<file path="src/shared/wait_state_pkg.sv">
// Constants and types shared by the external bus wait-state generator
`default_nettype none
package wait_state_pkg;
	localparam logic [15:0] WAIT_STATE_CONTROL_ADDR = 16'hffff; // I/O-space location
	localparam int          PROG_WAIT_BIT          = 0;
	localparam int          DATA_WAIT_BIT          = 1;
	localparam int          IO_WAIT_BIT            = 2;
	localparam int          TRACE_BIT              = 3;
	localparam int          CTRL_BITS              = 4;
	localparam logic [3:0]  CTRL_RESET             = 4'hf;
	localparam logic [11:0] RESERVED_READ          = 12'h000;
	localparam logic [1:0]  WRITE_CYCLES           = 2'h2;
	localparam logic [1:0]  SPACE_PROG             = 2'h0;
	localparam logic [1:0]  SPACE_DATA             = 2'h1;
	localparam logic [1:0]  SPACE_IO               = 2'h2;

	typedef enum logic [3:0]
	{
		ST_IDLE = 4'h1,
		ST_GEN  = 4'h2,
		ST_RDY  = 4'h4,
		ST_WR   = 4'h8
	} bus_state_t;
endpackage
`default_nettype wire

</file>
<file path="src/verilog/ext_wait_state_gen.sv">
// External bus wait-state generator: access sequencing, strobes and control register
// Operation
// - Wait states begin and end only on machine-clock cycle boundaries.
// - Ready low on a read: wait one cycle, resample; never complete a read until ready high.
// - Ready is honoured from a read's first bus cycle unless a wait state is generated.
// - Enabled space gets its first wait state regardless of ready.
// - Control register sits at I/O address top, reached by I/O accesses.
// - Upper twelve control register bits always read zero.
// - Trace bit drives program address onto idle bus; never waits.
// - I/O wait bit adds one wait state to off-chip I/O reads.
// - Data wait bit adds one wait state to off-chip data reads.
// - Program wait bit adds one wait state to off-chip program reads.
// - Conversion done sets the program wait bit.
// - Every external write takes exactly two machine cycles.
// - Reset sets all four control bits to one.
// - Ready may stretch an access after the generated wait state.
// - Off-chip I/O-space access drives the I/O select low.
// - Strobe low during off-chip access; strobe and selects high otherwise.
`timescale 1ns/1ps
`default_nettype none
module ext_wait_state_gen
	import wait_state_pkg::*;
(
	input  wire logic        CORE_CLK,                 // Machine clock, 40 MHz
	input  wire logic        RST,                      // Async reset, high
	input  wire logic        REQ,                      // Core access request
	input  wire logic [1:0]  SPACE,                    // Address space of request
	input  wire logic        WRITE,                    // 1 = write access
	input  wire logic        OFF_CHIP,                 // Access maps off chip
	input  wire logic [15:0] ADDR,                     // Access address
	input  wire logic [15:0] WDATA,                    // Write data
	input  wire logic [15:0] PROG_ADDR,                // Internal program address
	input  wire logic        READY,                    // External ready, high = done
	input  wire logic        ADC_DONE,                 // Conversion finished pulse
	input  wire logic [15:0] DATA_IN,                  // External data bus input
	output logic             DONE,                     // Access complete, one cycle
	output logic      [15:0] RDATA,                    // Read data
	output logic      [15:0] ADDR_OUT,                 // External address bus
	output logic             ADDR_OE,                  // Address bus drive enable
	output logic      [15:0] DATA_OUT,                 // External data bus output
	output logic             DATA_OE,                  // Data bus drive enable
	output logic             EXTERNAL_ACCESS_STROBE_N, // Off-chip access strobe
	output logic             PROGRAM_SPACE_SELECT_N,   // Program space select
	output logic             DATA_SPACE_SELECT_N,      // Data space select
	output logic             IO_SPACE_SELECT_N,        // I/O space select
	output logic             WRITE_N                   // Write strobe
);
	////////////////////////////////////////////////////////////////////////////
	bus_state_t           state_q, state_d;
	logic [1:0]           space_q, space_d;
	logic [15:0]          addr_q, addr_d;
	logic [15:0]          wdata_q, wdata_d;
	logic [15:0]          rdata_q, rdata_d;
	logic                 done_q, done_d;
	logic                 wr_cnt_q, wr_cnt_d;
	logic [CTRL_BITS-1:0] ctrl;
	logic [15:0]          ctrl_rd;
	logic                 reg_hit, reg_wr, gen_wait;

	// Control register is an on-chip I/O location, so it never drives the bus
	assign reg_hit = REQ && state_q == ST_IDLE && SPACE == SPACE_IO
		&& ADDR == WAIT_STATE_CONTROL_ADDR;
	assign reg_wr  = reg_hit && WRITE;

	wait_control_reg i_wait_control_reg
	(
		.clk      (CORE_CLK),
		.rst      (RST),
		.wr_en    (reg_wr),
		.wr_data  (WDATA),
		.adc_done (ADC_DONE),
		.rd_data  (ctrl_rd),
		.ctrl     (ctrl)
	);

	always_comb
	begin
		unique case (SPACE)
			SPACE_PROG: gen_wait = ctrl[PROG_WAIT_BIT];
			SPACE_DATA: gen_wait = ctrl[DATA_WAIT_BIT];
			default:    gen_wait = ctrl[IO_WAIT_BIT];
		endcase
	end

	////////////////////////////////////////////////////////////////////////////
	always_comb
	begin
		state_d  = state_q;
		space_d  = space_q;
		addr_d   = addr_q;
		wdata_d  = wdata_q;
		rdata_d  = rdata_q;
		done_d   = 1'b0;
		wr_cnt_d = wr_cnt_q;
		unique case (state_q)
			ST_IDLE:
			begin
				if (reg_hit)
				begin
					done_d = 1'b1;
					if (!WRITE)
						rdata_d = ctrl_rd;
				end
				else if (REQ && OFF_CHIP)
				begin
					space_d = SPACE;
					addr_d  = ADDR;
					wdata_d = WDATA;
					if (WRITE)
					begin
						wr_cnt_d = 1'b0;
						state_d  = ST_WR;
					end
					else if (gen_wait)
						state_d = ST_GEN;
					else
						state_d = ST_RDY;
				end
				else if (REQ)
					done_d = 1'b1;
			end
			// Generated wait state ignores ready entirely
			ST_GEN:
				state_d = ST_RDY;
			ST_RDY:
			begin
				// Ready resampled each cycle until high
				if (READY)
				begin
					rdata_d = DATA_IN;
					done_d  = 1'b1;
					state_d = ST_IDLE;
				end
			end
			ST_WR:
			begin
				// Fixed length keeps driver turnaround safe; ready is not consulted
				wr_cnt_d = 1'b1;
				if (wr_cnt_q)
				begin
					done_d  = 1'b1;
					state_d = ST_IDLE;
				end
			end
			default:
				state_d = ST_IDLE;
		endcase
	end

	always_ff @(posedge CORE_CLK or posedge RST)
	begin
		if (RST)
		begin
			state_q  <= ST_IDLE;
			space_q  <= SPACE_PROG;
			addr_q   <= 16'h0000;
			wdata_q  <= 16'h0000;
			rdata_q  <= 16'h0000;
			done_q   <= 1'b0;
			wr_cnt_q <= 1'b0;
		end
		else
		begin
			state_q  <= state_d;
			space_q  <= space_d;
			addr_q   <= addr_d;
			wdata_q  <= wdata_d;
			rdata_q  <= rdata_d;
			done_q   <= done_d;
			wr_cnt_q <= wr_cnt_d;
		end
	end

	////////////////////////////////////////////////////////////////////////////
	logic active;
	assign active = state_q != ST_IDLE;

	assign DONE                     = done_q;
	assign RDATA                    = rdata_q;
	assign EXTERNAL_ACCESS_STROBE_N = !active;
	assign PROGRAM_SPACE_SELECT_N   = !(active && space_q == SPACE_PROG);
	assign DATA_SPACE_SELECT_N      = !(active && space_q == SPACE_DATA);
	assign IO_SPACE_SELECT_N        = !(active && space_q == SPACE_IO);
	assign WRITE_N                  = !(state_q == ST_WR);
	assign DATA_OUT                 = wdata_q;
	assign DATA_OE                  = state_q == ST_WR;
	// Trace mode exposes the fetch address on an idle bus; off saves power and noise
	assign ADDR_OUT                 = active ? addr_q : PROG_ADDR;
	assign ADDR_OE                  = active || ctrl[TRACE_BIT];
endmodule // ext_wait_state_gen
`default_nettype wire

</file>
<file path="src/verilog/wait_control_reg.sv">
// Wait-state control register with reserved bits and conversion-done set
`timescale 1ns/1ps
`default_nettype none
module wait_control_reg
	import wait_state_pkg::*;
(
	input  wire logic                 clk,        // Machine clock
	input  wire logic                 rst,        // Async reset, high
	input  wire logic                 wr_en,      // Register write strobe
	input  wire logic [15:0]          wr_data,    // Write data
	input  wire logic                 adc_done,   // Conversion finished pulse
	output logic      [15:0]          rd_data,    // Read view
	output logic      [CTRL_BITS-1:0] ctrl        // Stored control bits
);
	logic [CTRL_BITS-1:0] ctrl_q;
	logic [CTRL_BITS-1:0] ctrl_d;

	always_comb
	begin
		ctrl_d = ctrl_q;
		if (wr_en)
			ctrl_d = wr_data[CTRL_BITS-1:0];
		// Set wins over a same-cycle software clear
		if (adc_done)
			ctrl_d[PROG_WAIT_BIT] = 1'b1;
	end

	always_ff @(posedge clk or posedge rst)
	begin
		if (rst)
			ctrl_q <= CTRL_RESET;
		else
			ctrl_q <= ctrl_d;
	end

	assign ctrl    = ctrl_q;
	assign rd_data = {RESERVED_READ, ctrl_q};
endmodule // wait_control_reg
`default_nettype wire
</file>
<file path="config.mk">
export PLATFORM = sky130hd
export DESIGN_NAME = ext_wait_state_gen
export DESIGN_NICKNAME = d
export VERILOG_FILES = /design/src/shared/wait_state_pkg.sv /design/src/verilog/ext_wait_state_gen.sv /design/src/verilog/wait_control_reg.sv
export SDC_FILE = /design/constraint.sdc
export NUM_CORES = 1
export LEC_CHECK = 0
export ABC_AREA = 1
export BUFFER_PORTS_ARGS = -buffer_cell sky130_fd_sc_hd__buf_4
export CAP_MARGIN = 10
export CORE_AREA = 2 2 80 82
export CTS_CLUSTER_DIAMETER = 60
export DETAILED_ROUTE_END_ITERATION = 8
export DIE_AREA = 0 0 82 84
export PLACE_DENSITY = 0.82
export REMOVE_ABC_BUFFERS = 1
export SLEW_MARGIN = 5
export SYNTH_ARGS = -nofsm -noshare
export SYNTH_HDL_FRONTEND = slang
export SYNTH_SLANG_ARGS = --single-unit
</file>
<file path="constraint.sdc">
create_clock -name CORE_CLK -period 3.2 [get_ports CORE_CLK]
set_input_delay 0.64 -clock CORE_CLK [delete_from_list [all_inputs] [get_ports CORE_CLK]]
set_output_delay 0.64 -clock CORE_CLK [all_outputs]
set_load 0.1 [all_outputs]
</file>
==> summary.txt <==
status: finished, final reports clean
Post-Synth Adder-Cell Area: 0%
CTS tree: done
I/O Buffers: 128
top_reg_cell synth: dfrtp_1
share of layout cells above drive strength 1: 31.4%
Detailed Place HPWL: 5610 um
Worst Setup Path Type: register to output port
Clock Tree Buf Depth: 2
setup TNS: 0 ns
Iter 0 DRT Violations: 134
Seq cells post-synth: 60
Compound-Gate Fraction of Synth Area: 1.99%
Routed WL: 7530 um
RSZ-0062 raised after global routing: no
Setup WS pre-CTS: 1.02 ns
antenna violations before repair: 0
total number of vias: 2979
WHS: 0.372 ns
H-tree depth: 3
CP Data Arrival Time: 1.75 ns
largest family of logic cells by synthesized area: simple AND/OR/NAND/NOR gates
clock-pin slew on the worst setup and hold paths: 0.06 ns
final worst-path setup slack: 0.808 ns
final hold vios: 0
xor/xnor share of the synthesized area: 0%
Hold Crit Class: input port to asynchronous set/reset pin
max cap viols: 0
first-pass GRT wire length: 12600 um
Final ANT Viol Nets: 0
setup bufs post-CTS: 0
Via density: 4.92
wire per inst: 12.4 um
vias in the first global route: 2816
grt total ovfl: 0
synth top area cells: dfrtp_1 46%, nand2_1 25%, nand3_1 8.1%, dfstp_2 4.4%, inv_1 2.4%
post-synthesis sequential area ratio: 50.9%
die area: 6890 um2
NumNets Final: 598
largest net degree at the start of global routing: 38
Least-Margin Pin Slew: 0.736 ns
fmax: 0.418 GHz
diodes inserted: 0
Distinct cells, synth: 20
final setup fails: 0
most frequent cell after synthesis: nand2_1
clk_skew: 0.0109 ns
Finished Cell Area: 4160 um2
ys async rst share: 100%
commonest cells in the netlist: 201 x nand2_1, 55 x dfrtp_1, 48 x nand3_1
mux contribution to synthesized area: 0%
clk_lat worst skew: 0.33 ns
Clock Sinks: 60
simple-gate share of the synthesized area: 41.1%
Critical Path RT: 2.56 ns
row count: 29
die width: 82 um
startpoint types: register
post_cts resized: 0
TritonRoute pass-1 iters: 4
GP Congestion: 0.828
starting density of the core: 48.6%
total number of yosys warnings: 0
slew margin rel.: 50.7%
TritonCTS Buffers: 9
CP Capture Type: output port
Final period util: 74.8%
chip height: 84 um
mean area per synthesized cell: 7.48 um2
CTS Root Cell: clkbuf_8
dpl cell area: 3960 um2
hold_buf cts: 0
Core ar.: 6100 um2
io pins: 129
post-synthesis cell area: 2960 um2
Post-Synthesis Cells: 396
final slew viol count: 0
Overall Global Routing Usage: 23.6%
Synth area leader: dfrtp_1
number of synthesized flops with an enable pin: 0
fin crit period: 2.39 ns
Layout area overhead: 40.5%
share of the synthesized area in the top cell type: 46.5%
worst-path fanout max: 23
fillcell total: 534
drt drc: 0
-- per-stage QoR --
step / utilization, % / std cells
2_1_floorplan: - / 381
3_3_place_gp: 64.9 / 591
3_5_place_dp: 64.9 / 591
4_1_cts: 68.3 / 606
5_1_grt: 68.3 / 606
6_report: 68.3 / 606
-- worst max-delay path: stages, from the launching register on --
cell and delay (ns):
dfstp_2 0.55, inv_2 0.04, nor2_2 0.10, nand2_2 0.27, nand3_1 0.17, buf_4 0.30
-- sequential cells by signal (all words and copies together), names as in the netlist --
signal                   cells
DATA_OUT                    16
space_q                      2
addr_q                      16
i_wait_control_reg.ctrl      4
RDATA                       16
state_q                      4
DONE                         1
wr_cnt_q                     1
-- metal layers --
layer	global-route usage (%)	part of all wire, %
met1	30.4	41
met2	37.5	50
met3	4.98	6.0
met4	11.2	2.7
met5	0	0
-- path summary, 6_finish.rpt --
kind | slack [ns] | end | cells after the start | start
worst max-delay path | 0.81 | IO_SPACE_SELECT_N | 5 | state_q[0]
worst min-delay path | 0.37 | DATA_OUT[11] | 2 | RST
worst max register to register | 1.01 | space_q[1] | 7 | state_q[0]
worst min register to register | 0.47 | RDATA[4] | 2 | RDATA[4]
max in group asynchronous | 2.14 | state_q[0] | 3 | RST
min in group CORE_CLK | 0.47 | RDATA[4] | 2 | RDATA[4]
-- final cells by class --
type                       count  area (um2)  area share, %
clock buffer                  14         173           4.15
clock inverter                 1        30.0          0.722
inverter                      21        78.8           1.89
multi-input combinational    300        1280           30.7
sequential                    60        1510           36.2
tap                           77        96.3           2.32
timing repair buffer         133         998           24.0
-- cell usage in the layout, fill, tap and decap left out --
cell       instances
nand2_1          201
buf_4            133
dfrtp_1           55
nand3_1           48
nor2_1            19
inv_1             18
clkbuf_8          12
nand4_1            7
o21ai_0            7
nor2_2             5
dfstp_2            5
inv_2              3
nand2_2            3
nand2_4            3
nand3b_1           2
a21oi_1            2
clkbuf_1           2
nand3_2            1
o211ai_1           1
o22ai_1            1
bufinv_16          1
-- cells by family after synthesis --
logic type | after synthesis
compound gates | 11
flops | 60
buf+inv | 36
simple gates | 289
Power is not shown: default switching activity piles up to over one toggle a cycle in this logic, so the estimate is an artifact.
